==> src/design/serial_pin_port_consts.vh <==
// Constants for the two-wire serial pin port
`ifndef SERIAL_PIN_PORT_CONSTS_VH
`define SERIAL_PIN_PORT_CONSTS_VH
`define SPC_REG_INDEX 8'haf
`define SPC_BYTE_ADDR 10'h2bc
`define SPC_ADDR_W 10
`define SPC_RESET 8'h00
`define SPC_BIT_CLK_DIR 0
`define SPC_BIT_DATA_DIR 1
`define SPC_BIT_CLK_BUF 2
`define SPC_BIT_DATA_BUF 3
`define SPC_BIT_PULLUP 7
`define SPC_IMPL_MASK 8'h8f
`define SPC_WR_MASK 8'h83
`endif

==> src/design/pin_sync3.v <==
// Three-stage synchroniser with agreement filter
`timescale 1ns/100ps
module pin_sync3 (
    input wire clk_i,
    input wire rst_i,
    input wire ce_i,
    input wire pin_i,
    output reg level_o
);
    reg s1_q;
    reg s2_q;
    reg s3_q;
    // Shift chain; level follows only when stages two and three agree
    always @(posedge clk_i) begin
        if (rst_i) begin
            s1_q <= 1'b1;
            s2_q <= 1'b1;
            s3_q <= 1'b1;
            level_o <= 1'b1;
        end else if (ce_i) begin
            s1_q <= pin_i;
            s2_q <= s1_q;
            s3_q <= s2_q;
            if (s2_q == s3_q) begin
                level_o <= s3_q;
            end
        end
    end
endmodule // pin_sync3

==> src/design/kbd_mouse_serial_pin_port.v <==
// Open-drain clock/data pin port with one control register on Wishbone
`timescale 1ns/100ps
`include "serial_pin_port_consts.vh"

// Operation
// - Firmware frames: start low/low, eight bits LSB first, parity, stop.
// - Parity is odd over eight data bits plus parity bit.
// - Firmware toggles the clock pin at about 15 kHz.
// - Device acknowledges host frame by pulling data low after stop.
// - Both pins are open-drain; the port only ever pulls low.
// - Bit 1 data direction, bit 0 clock direction; 1 means output.
// - Bits 3 and 2 drive outputs and show input levels.
// - Bit 7 connects the 5 kilohm pull-ups on both pins.
// - Reset clears pull-up, buffers and directions; pins start as inputs.
// - No serializer here; firmware does all framing through the register.
module kbd_mouse_serial_pin_port (
    input wire clk_i,
    input wire rst_i,
    input wire ce_i,
    input wire wb_cyc_i,
    input wire wb_stb_i,
    input wire wb_we_i,
    input wire [`SPC_ADDR_W-1:0] wb_adr_i,
    input wire [3:0] wb_sel_i,
    input wire [31:0] wb_dat_i,
    output reg [31:0] wb_dat_o,
    output reg wb_ack_o,
    input wire clk_pin_i,
    output reg clk_pin_o,
    output reg clk_pin_oe_o,
    input wire data_pin_i,
    output reg data_pin_o,
    output reg data_pin_oe_o,
    output reg pullup_en_o
);
    // ------------------------------------------------------------
    // Pin input synchronisers
    // ------------------------------------------------------------
    wire clk_level;
    wire data_level;
    reg [7:0] ctrl_q;
    reg [7:0] ctrl_d;
    wire hit;
    wire [7:0] read_val;

    pin_sync3 clk_sync (
        .clk_i(clk_i),
        .rst_i(rst_i),
        .ce_i(ce_i),
        .pin_i(clk_pin_i),
        .level_o(clk_level)
    );

    pin_sync3 data_sync (
        .clk_i(clk_i),
        .rst_i(rst_i),
        .ce_i(ce_i),
        .pin_i(data_pin_i),
        .level_o(data_level)
    );

    // ------------------------------------------------------------
    // Register write path
    // ------------------------------------------------------------
    assign hit = (wb_adr_i == `SPC_BYTE_ADDR);

    // Writes store pull-up, directions and buffers; unused bits dropped
    always @* begin
        ctrl_d = ctrl_q;
        if (wb_cyc_i && wb_stb_i && wb_we_i && !wb_ack_o && hit && wb_sel_i[0]) begin
            ctrl_d = wb_dat_i[7:0] & `SPC_IMPL_MASK;
        end
    end

    // Control register; an input-mode buffer tracks the pin level
    always @(posedge clk_i) begin
        if (rst_i) begin
            ctrl_q <= `SPC_RESET;
        end else if (ce_i) begin
            ctrl_q <= ctrl_d;
            if (!ctrl_d[`SPC_BIT_CLK_DIR]) begin
                ctrl_q[`SPC_BIT_CLK_BUF] <= clk_level;
            end
            if (!ctrl_d[`SPC_BIT_DATA_DIR]) begin
                ctrl_q[`SPC_BIT_DATA_BUF] <= data_level;
            end
        end
    end

    // ------------------------------------------------------------
    // Read path and acknowledge
    // ------------------------------------------------------------
    // Reads show live pin levels for inputs, stored value for outputs
    assign read_val = {ctrl_q[`SPC_BIT_PULLUP], 3'h0,
        ctrl_q[`SPC_BIT_DATA_DIR] ? ctrl_q[`SPC_BIT_DATA_BUF] : data_level,
        ctrl_q[`SPC_BIT_CLK_DIR] ? ctrl_q[`SPC_BIT_CLK_BUF] : clk_level,
        ctrl_q[`SPC_BIT_DATA_DIR], ctrl_q[`SPC_BIT_CLK_DIR]};

    // One-cycle ack; unmapped addresses ack and read zero
    always @(posedge clk_i) begin
        if (rst_i) begin
            wb_ack_o <= 1'b0;
            wb_dat_o <= 32'h0;
        end else if (ce_i) begin
            wb_ack_o <= wb_cyc_i && wb_stb_i && !wb_ack_o;
            wb_dat_o <= (hit && !wb_we_i) ? {24'h0, read_val} : 32'h0;
        end
    end

    // ------------------------------------------------------------
    // Open-drain pin drivers
    // ------------------------------------------------------------
    // Drive low only when output mode and buffer is zero; framing is firmware's
    always @(posedge clk_i) begin
        if (rst_i) begin
            clk_pin_o <= 1'b0;
            clk_pin_oe_o <= 1'b0;
            data_pin_o <= 1'b0;
            data_pin_oe_o <= 1'b0;
            pullup_en_o <= 1'b0;
        end else if (ce_i) begin
            clk_pin_o <= 1'b0;
            data_pin_o <= 1'b0;
            clk_pin_oe_o <= ctrl_d[`SPC_BIT_CLK_DIR] && !ctrl_d[`SPC_BIT_CLK_BUF];
            data_pin_oe_o <= ctrl_d[`SPC_BIT_DATA_DIR] && !ctrl_d[`SPC_BIT_DATA_BUF];
            pullup_en_o <= ctrl_d[`SPC_BIT_PULLUP];
        end
    end
endmodule // kbd_mouse_serial_pin_port

==> config.mk <==
export PLATFORM = sky130hd
export DESIGN_NAME = kbd_mouse_serial_pin_port
export DESIGN_NICKNAME = d
export VERILOG_FILES = /design/src/design/pin_sync3.v /design/src/design/kbd_mouse_serial_pin_port.v
export VERILOG_INCLUDE_DIRS = /design/src /design/src/design
export SDC_FILE = /design/constraint.sdc
export NUM_CORES = 1
export LEC_CHECK = 0
export ABC_CLOCK_PERIOD_IN_PS = 2000
export BUFFER_PORTS_ARGS = -buffer_cell sky130_fd_sc_hd__buf_2
export CAP_MARGIN = 20
export CORE_MARGIN = 2
export CORE_UTILIZATION = 39
export CTS_CLUSTER_SIZE = 28
export DETAILED_ROUTE_END_ITERATION = 10
export MAX_ROUTING_LAYER = met4
export PLACE_DENSITY = 0.83
export SYNTH_ARGS = -nofsm -noshare
export SYNTH_HDL_FRONTEND = slang
export SYNTH_HIERARCHICAL = 1
export SYNTH_SLANG_ARGS = --single-unit
export TNS_END_PERCENT = 100
==> constraint.sdc <==
create_clock -name clk_i -period 2 [get_ports clk_i]
set_clock_uncertainty 0.2 [all_clocks]
set_input_delay 0.3 -clock clk_i [delete_from_list [all_inputs] [get_ports clk_i]]
set_output_delay 0.3 -clock clk_i [all_outputs]
set_load 0.005 [all_outputs]
After elaboration in Yosys (flattened, before gate mapping)
Index checks and enable logic that the tools add are counted.
{"block": "op_classes", "n_eq_ne": 3, "reduce_logical": 15, "mux": 6}
{"op": "8-bit 2-to-1 mux", "n": 2}
{"op": "10-bit == test (second input constant)", "n": 1}
{"op": "1-bit logical AND", "n": 9}
{"op": "1-bit zero test", "n": 4}
{"op": "1-bit 2-to-1 mux", "n": 4}
{"op": "2-bit AND reduction", "n": 2}
{"op": "1-bit == test", "n": 2}
{"block": "word_totals", "word_cells": 38, "output_inout_bits": 38, "in_bits": 54, "regBits": 49}

Depth between registers and ports, before layout
Gate-level depths: netlist (run 1).
{"block": "logic_depth", "word_depth": 8, "ltp_mapped": 5, "mapped_depth_nobuf": 4}

Cells and area by module
The synthesis (run 1) kept the hierarchy.
{"mod": "kbd_mouse_serial_pin_port", "seq_area_each_um2": 260.2, "area_each_um2": 887.1, "cells_each": 100, "n_inst": 1}
{"mod": "pin_sync3", "seq_area_each_um2": 80.1, "area_each_um2": 147.6, "cells_each": 15, "n_inst": 2}

Worst setup path before layout (run 1)
Ideal clock, no wire load.
{"block": "synth_timing", "path_type": "input port to flip-flop", "start": "input port wb_adr_i[0]", "end": "register clk_pin_oe_o", "required_ps": 1678, "setup_slack_ps": 415, "cell_stages": 5, "n_path_buf": 1, "setup_ps": 122, "arrival_time_ps": 1263, "path_cell_list": "and4bb_2 > and4_1 > buf_6 > nor3_2 > o311a_1"}
{"block": "synth_between", "elab_chain_cells": 6}
{"item": "from (decl)", "line_no": "kbd_mouse_serial_pin_port.v:23", "text": "input wire [`SPC_ADDR_W-1:0] wb_adr_i,"}
{"item": "10-bit == test (no source line) (*)"}
{"item": "1-bit logical AND (*) (2 in series)", "line_no": "kbd_mouse_serial_pin_port.v:70", "text": "if (wb_cyc_i && wb_stb_i && wb_we_i && !wb_ack_o && hit && wb_sel_i[0]) begin"}
{"item": "8-bit 2-to-1 mux (*)", "line_no": "kbd_mouse_serial_pin_port.v:70"}
{"item": "1-bit zero test", "line_no": "kbd_mouse_serial_pin_port.v:124", "text": "clk_pin_oe_o <= ctrl_d[`SPC_BIT_CLK_DIR] && !ctrl_d[`SPC_BIT_CLK_BUF];"}
{"item": "1-bit logical AND (*)", "line_no": "kbd_mouse_serial_pin_port.v:124"}
{"item": "to (signal assigned)", "line_no": "kbd_mouse_serial_pin_port.v:124"}
{"item": "to (decl)", "line_no": "kbd_mouse_serial_pin_port.v:30", "text": "output reg clk_pin_oe_o,"}
Mark *: on every way between the ends. The rest lies on a longest branch, timed or not.
A chain may end at the register's enable or synchronous reset.

Worst setup path after layout (run 1)
{"block": "layout_timing", "start": "register wb_ack_o", "end": "register ctrl_q[2]"}
{"block": "layout_between", "elab_chain_cells": 6}
{"item": "from (decl)", "line_no": "kbd_mouse_serial_pin_port.v:27", "text": "output reg wb_ack_o,"}
{"item": "from (signal assigned)", "line_no": "kbd_mouse_serial_pin_port.v:105", "text": "wb_ack_o <= wb_cyc_i && wb_stb_i && !wb_ack_o;"}
{"item": "1-bit zero test", "line_no": "kbd_mouse_serial_pin_port.v:70"}
{"item": "1-bit logical AND (3 in series)", "line_no": "kbd_mouse_serial_pin_port.v:70"}
{"item": "8-bit 2-to-1 mux", "line_no": "kbd_mouse_serial_pin_port.v:70"}
{"item": "1-bit 2-to-1 mux", "line_no": "kbd_mouse_serial_pin_port.v:81", "text": "if (!ctrl_d[`SPC_BIT_CLK_DIR]) begin"}
{"item": "to (signal assigned)", "line_no": "kbd_mouse_serial_pin_port.v:80", "text": "ctrl_q <= ctrl_d;"}
{"item": "to (signal, indexed assignment)", "line_no": "kbd_mouse_serial_pin_port.v:82", "text": "ctrl_q[`SPC_BIT_CLK_BUF] <= clk_level;"}
{"item": "to (signal, indexed assignment)", "line_no": "kbd_mouse_serial_pin_port.v:85", "text": "ctrl_q[`SPC_BIT_DATA_BUF] <= data_level;"}
{"item": "to (decl)", "line_no": "kbd_mouse_serial_pin_port.v:41", "text": "reg [7:0] ctrl_q;"}
Every way passes these cells.

==> results by stage, run 1 <==
CTS:
- The insertion delay to the later sink of the worst-skew pair is 310 ps.
- The maximum level of the CTS H-tree is 1.
- After clock tree synthesis, the clock-pin slew on the worst setup and hold paths is 120 ps.
- The clock root buffer master is clkbuf_4.
- Clock tree synthesis inserted a total of 3 buffers.
- The number of clock sinks seen by CTS is 21.
- The number of instances resized during post-cts repair is 0.
- No sink is reached through more buffers than the 2 on the longest clock path.
- TritonCTS built the clock tree.

Setup path:
- In this run the register-to-register setup slack is 280 ps.
- STA classifies the critical path startpoint as a register.
- The critical path capture point type is a register.
- Along the worst path, the maximum fanout reaches 7.
- The depth of the most critical reg-to-reg path is 4.
- The library cell contributing the largest single delay on the critical path is and4_1.
- For this run, the slowest stage of the critical path takes 380 ps.
- In this run the critical register-to-register path is captured at ctrl_q[2].
- The critical path goes through and3b_2, and4_1, nor3_2, o41ai_2.
- The startpoint of the lowest-slack register-to-register path is wb_ack_o.
- The start-to-end type of the worst setup path is register to register.
- For the worst setup path, the data arrival time is 1750 ps.
- For the worst setup path, the data required time is 2030 ps.

Detailed routing:
- For this run, the detailed router's first-pass iteration total came to 4.
- For this run, design rule violations remaining after detail routing come to 0.
- Detailed routing inserted a total of 938 vias.
- For this block, the initial DRC count from the detailed router was 29.
- After detailed routing, the average wire length per cell comes to 11.4 um.
- The mean number of vias per cell is 4.79.
- Summed over all layers, the routed wires come to 2230 um.
- Once detail routing completed, the nets flagged for antenna violations numbered 0.

Synth:
- The prevailing post-synth register cell is dfxtp_1.
- The summed instance area of the synthesized netlist is 0.00118 sq mm.
- The synthesized flop and latch total is 21.
- After technology mapping, the gate count stands at 130.
- Of the synthesized area, sequential elements account for 0.356.
- Summed over all instances, the cell type with the most area after synthesis is dfxtp_1.
- The share of the synthesized area in the top cell type is 0.356.
- During synthesis, Yosys emitted a total of 6 warnings.
- Ranked by total cell area, the synthesized netlist is headed by dfxtp_1 (36%), buf_4 (18%), a21oi_1 (3.8%).
- The number of synthesized flops with an enable pin is 0.
- In this run, distinct cell masters in the synthesized netlist total 33.
- The async set or reset register ratio after synthesis is 0.
- Counting instances in the post-synthesis netlist gives the leading cell types as buf_4 (29), dfxtp_1 (21), a21oi_1 (9), inv_1 (6), nor2_1 (6).
- Yosys instantiated no cell more often than buf_4.
- A synthesized cell averages 9.10 sq um.

Power:
- The part of the power in registers is 0.590.
- In this run the power spent charging and discharging nets is 193 uW.
- The internal power consumption is 557 uW.
- The clock share of power is 0.279.
- Of the total power, the share spent switching nets is 0.257.
- The analysis attributes to cell leakage a power of 0.000632 uW.
- The power density over cell area is 573 mW/mm^2.
- The worst IR drop on VDD is 464 uV.
- Of the total power, combinational logic draws 0.131.

Floorplan:
- The die is 59.1 um tall.
- The core outline area is 0.00283 sq mm.
- The die width is 59.1 um.
- Row generation in the floorplan step produced 19 rows.
- The starting density of the core is 0.418.
- The die covers 0.00349 sq mm.
- The count of boundary I/O pins is 92.

Global route:
- The first global-routing pass estimated 3280 um of wire.
- For this run the aggregate overflow at the end of global routing stands at 0.
- For this run, the total global-route usage over all layers was measured as 0.128.
- The pin count of the biggest net entering global routing is 19.
- The number of global-route vias before repair came to 737.
- The number of antenna violations at the first check in global routing was 0.

Worst hold path:
- The number of cells traversed by the worst hold path is 3.
- The startpoint identified for the worst hold timing path is wb_dat_i[7].
- The worst-case hold path end point is ctrl_q[7].
- The worst hold path belongs to the class input port to register.

Timing:
- Setup repair after global routing left no endpoint under its margin.
- Summed over all failing endpoints, the final setup total negative slack is 0 ps.
- The timing-limited maximum frequency is 0.580 GHz.
- The final count of hold timing violations came to 0.
- The ratio of final minimum period to clock period is 0.862.
- The minimum clock period after layout is 1720 ps.
- The count of final max-slew check failures came to 0.
- Setup violations remaining at the end of the flow were counted as 0.

Placement:
- In this run, placement finished with an instance count of 190.
- Summed over all nets, the half-perimeter wirelength after detailed placement is 1630 um.
- The number of I/O port buffers is 32.
- The final estimated routing congestion in global placement is 0.898.
- The cell area after placement is 0.00126 sq mm.

Final layout:
- The fill cell instance count of the final layout is 283.
- The signed area change from the synthesized netlist to the final layout is 10.6%.
- 0 antenna diodes ended up in the layout.
- The final non-filler cell area is 0.00131 sq mm.
- For this run, the number of standard cells in the final layout without fillers is 196.
- The net count reported at finish is 220.
- In the final layout, the share of cells above drive strength 1 is 0.303.

Outcome:
- The flow ran to the end, and the final reports show no timing, DRC or antenna violations.

Job:
- The max-cap violation count is 0.
## through the flow
stage               utilization  total power (uW)  worst slack, ps  hold slack, ps
floorplan                     -               544              415             199
finish                    0.462               750              277            48.7
CTS                       0.462               758              280            39.0
global route              0.462               789              177            42.8
detailed placement        0.446               545              175             248
global placement          0.446               543              175             238
## worst max-delay path by stage
stage	cells past startpoint	end	startpoint	slack [ps]
2_1_floorplan	5	clk_pin_oe_o	wb_adr_i[0]	420
3_3_place_gp	5	data_pin_oe_o	wb_adr_i[8]	180
3_5_place_dp	5	clk_pin_oe_o	wb_adr_i[6]	170
4_1_cts	4	ctrl_q[2]	wb_ack_o	280
5_1_grt	4	ctrl_q[2]	wb_ack_o	180
6_report	4	ctrl_q[2]	wb_ack_o	280
## layer usage
metal | vias up | track usage | wire, um
li1 | 475 | - | -
met3 | 9 | 0.0459 | 153
met4 | 0 | 0.0584 | 61
met1 | 408 | 0.163 | 1090
met5 | - | - | 0
met2 | 46 | 0.181 | 919
## power by group through the flow
stage / Clock [uW] / Sequential (uW) / Combinational [uW]
final: 209 / 442 / 98.1
after global routing: 234 / 445 / 110
after CTS: 219 / 443 / 97.1
after detailed placement: 0 / 452 / 93.4
after global placement: 0 / 451 / 91.6
after floorplan: 0 / 450 / 94.0
## sequential cells by signal, summed over array words and instances (netlist names)
signal	cells
wb_dat_o	5
data_sync/level_o	1
clk_sync/s3_q	1
data_sync/s3_q	1
clk_sync/level_o	1
clk_sync/s1_q	1
data_sync/s1_q	1
clk_sync/s2_q	1
data_pin_oe_o	1
clk_pin_oe_o	1
ctrl_q	5
data_sync/s2_q	1
wb_ack_o	1
## final cells by class
type / instances / area (sq um) / area share
clock buffer: 4 / 26.3 / 0.0201
inverter: 6 / 22.5 / 0.0172
multi-input combinational: 98 / 604 / 0.462
sequential: 21 / 420 / 0.322
tap: 31 / 38.8 / 0.0297
timing repair buffer: 36 / 195 / 0.149
## worst max-delay path, delay by kind of cell (launching register included)
kind             cells  cell delay, ps
AO/OA/AOI/OAI        1             350
AND/OR/NAND/NOR      3             740
flip-flops           1             340
## kinds of logic after synthesis
kind of cell | Yosys count | share of synthesized area
AO/OA/AOI/OAI | 33 | 0.205
other | 1 | 0.00317
multiplexers | 3 | 0.0275
buffers and inverters | 39 | 0.222
flip-flops | 21 | 0.356
AND/OR/NAND/NOR | 33 | 0.186
## repair_timing
action,CTS,global route
buffers inserted,0,0
hold buffers,2,0
endpoints found under the hold margin,2,0
endpoints found under the setup margin,0,0
## cells in the final DEF, fill, tap and decap left out
cell / n
nor3_2: 2
mux2_2: 2
buf_4: 2
a22oi_1: 5
o311a_1: 2
nand4_1: 1
and4b_1: 1
nor2b_1: 5
or2_2: 2
nand2b_1: 2
dlygate4sd3_1: 2
dfxtp_1: 21
clkbuf_4: 3
and2b_2: 1
a211oi_1: 2
and4bb_2: 1
and3b_2: 1
mux2i_1: 1
and4_1: 1
o21bai_1: 2
buf_2: 32
clkbuf_1: 1
and4_2: 1
nor3b_1: 2
nand3_1: 5
a41oi_1: 2
nand2_1: 1
conb_1: 29
and4b_2: 1
o21ai_0: 5
a21oi_1: 9
a211o_1: 4
nor2_1: 6
o41ai_2: 2
inv_1: 6
(Power assumes the default switching activity.)
==> run 2: changes to the inputs <==
==> constraint.sdc (replaced) <==
create_clock -name clk_i -period 2 [get_ports clk_i]
set_clock_uncertainty 0.2 [all_clocks]
set_input_delay 0.6 -clock clk_i [delete_from_list [all_inputs] [get_ports clk_i]]
set_output_delay 0.6 -clock clk_i [all_outputs]
set_load 0.005 [all_outputs]
==> run 2 against run 1 <==
Sequential share of layout area decreased by 0.96 points. Final area increased by 3.1%. Worst setup slack got worse by 63 ps. Register-to-register slack got worse by 20 ps. Global-route usage increased by 0.49 points. Critical path type is now input port to register. Largest cell class unchanged. Largest power group unchanged.
==> results by stage, run 2 (synthesis results as in run 1) <==
Global route:
- The first global-routing pass estimated 3470 um of wire.
- The number of antenna violations at the first check in global routing is 0.
- The global-route usage over all layers is 0.133.
- The pin count of the biggest net entering global routing is 14.
- The global route total overflow is 0.
- The number of global-route vias before repair is 852.

Setup path:
- The minimum setup slack among reg-to-reg paths is 260 ps.
- The endpoint of the worst register-to-register path is ctrl_q[2].
- The start-to-end type of the worst setup path is input port to register.
- Among all stages on the critical path, the largest delay is contributed by and4_1.
- The startpoint identified for the worst register-to-register timing path is wb_ack_o.
- The destination of the critical timing path is ctrl_q[2].
- The number of cells on the worst reg-to-reg path is 5.
- The kind of start point of the critical path is an input port.
- On the worst path, the slowest cell contributes a delay of 340 ps.
- The arrival time of the worst setup path is 1800 ps.
- The first element of the critical path is wb_adr_i[6].
- The critical path capture point type is a register.
- The signal on the critical path passes through buf_2, and4b_2, and4_1, buf_4, a211oi_1, o41ai_2.
- The data required time at the worst endpoint is 2010 ps.
- Along the worst path, the maximum fanout reaches 5.

Floorplan:
- The starting density of the core is 0.418.
- The die span in y is 59.1 um.
- The die width is 59.1 um.
- The die covers 0.00349 sq mm.
- The region available for standard cell placement spans 0.00283 sq mm.
- The count of boundary I/O pins is 92.
- In this run the core area contains 19 standard-cell rows.

Power:
- For this design the ratio of total power to cell area is 559 mW/mm^2.
- The worst IR drop on VDD is 484 uV.
- The standby leakage power is 0.000666 uW.

Timing:
- The number of setup violations in the final report is 0.
- Dividing the final minimum period by the clock period gives 0.893.
- Setup repair after global routing left no endpoint under its margin.
- The count of final max-slew check failures is 0.
- The minimum clock period after layout is 1790 ps.
- Once routing completed, OpenROAD measured the worst setup slack at 214 ps.
- The final count of hold timing violations is 0.
- The worst hold margin is 277 ps.
- Static timing analysis puts the maximum clock frequency at 0.560 GHz.

Placement:
- The half-perimeter wire length after placement is 1750 um.
- Buffers placed on the I/O ports in this run total 32.
- The congestion estimate from routability-driven global placement came to 0.902.
- The setup slack at placement is -81.7 ps.

CTS:
- The clock tree buffer depth is 2.
- Clock-pin slew was measured on the worst setup and hold paths at 110 ps.
- TritonCTS built the clock tree.
- The maximum level of the CTS H-tree is 1.
- The number of clock sinks seen by CTS is 21.
- The buffers inserted during post-CTS setup optimization is 0.
- The number of instances resized during post-cts repair is 0.
- Buffers inserted to repair hold after CTS numbered 0.
- The cell sitting at the root of the clock tree is a clkbuf_4.
- The TritonCTS buffer count is 3.
- The insertion delay to the later sink of the worst-skew pair is 310 ps.

Detailed routing:
- In the routed layout, each cell is associated on average with a via count of 4.86.
- In this run, the number of DRC markers left after iteration 0 of detailed routing was 27.
- The first detailed-routing pass ran for 4 iterations.
- The total via count after detailed routing is 981.
- The wire length per cell after detailed routing is 11.3 um.
- Once detail routing completed, the nets flagged for antenna violations numbered 0.
- For this run, design rule violations remaining after detail routing come to 0.
- The final wirelength is 2280 um.

Final layout:
- In the final layout, the share of cells above drive strength 1 is 0.339.
- In the layout the commonest cells are buf_2 (32), conb_1 (29), dfxtp_1 (21).
- Compared with the post-synthesis result, the final layout area differs by 14.0%.
- The net count reported at finish is 226.
- The most common library cell in the layout ignoring fill and taps is buf_2.
- The largest registers in the layout are ctrl_q: 5 flops, wb_dat_o: 5 flops.
- The number of antenna repair diodes is 0.

Outcome:
- The flow ran to the end, and the final reports show no timing, DRC or antenna violations.

Worst hold path:
- The worst min-delay path class is register to register.

Job:
- Max-cap violations in this run came to 0.
-- run 2: layout make-up --
cell class | instances | area, sq um
fill | 285 | 1480
multi-input combinational | 98 | 604
sequential | 21 | 420
timing repair buffer | 42 | 235
tap | 31 | 38.8
clock buffer | 4 | 26.3
inverter | 6 | 22.5
-- run 2: per-layer routing --
layer / global-route usage / vias up / routed length (um)
met5: - / - / 0
met1: 0.161 / 445 / 1090
met3: 0.0415 / 4 / 164
li1: - / 487 / -
met4: 0.0422 / 0 / 24
met2: 0.211 / 45 / 1000
-- run 2: worst min-delay path by stage --
stage	from	endpoint	slack, ps	cells past startpoint
6_report	data_sync/s1_q	data_sync/s2_q	280	1
5_1_grt	data_pin_i	data_sync/s1_q	290	2
4_1_cts	data_sync/s1_q	data_sync/s2_q	280	1
3_5_place_dp	data_sync/s1_q	data_sync/s2_q	250	1
3_3_place_gp	data_sync/s1_q	data_sync/s2_q	240	1
2_1_floorplan	clk_sync/s1_q	clk_sync/s2_q	230	1
-- run 2: power breakdown --
group,internal [uW],leakage [uW],switching [uW]
clock network,77.8,0.0000150,134
registers,433,0.000172,9.57
logic,47.5,0.000479,52.0
-- run 2: through the flow --
| stage | util | area [sq um] | TNS, ps | std cells | total power [uW] |
|---|---|---|---|---|---|
| floorplan | - | 1290 | 0 | 158 | 544 |
| global placement | 0.467 | 1320 | -212 | 198 | 548 |
| detailed placement | 0.467 | 1320 | -234 | 198 | 550 |
| CTS | 0.476 | 1350 | 0 | 202 | 758 |
| global route | 0.476 | 1350 | 0 | 202 | 786 |
| finish | 0.476 | 1350 | 0 | 202 | 754 |
-- run 2: worst max-delay path: cells and delay by family --
kind,cells,cell delay (ps)
compound gates,2,280
buf+inv,2,260
simple gates,2,660
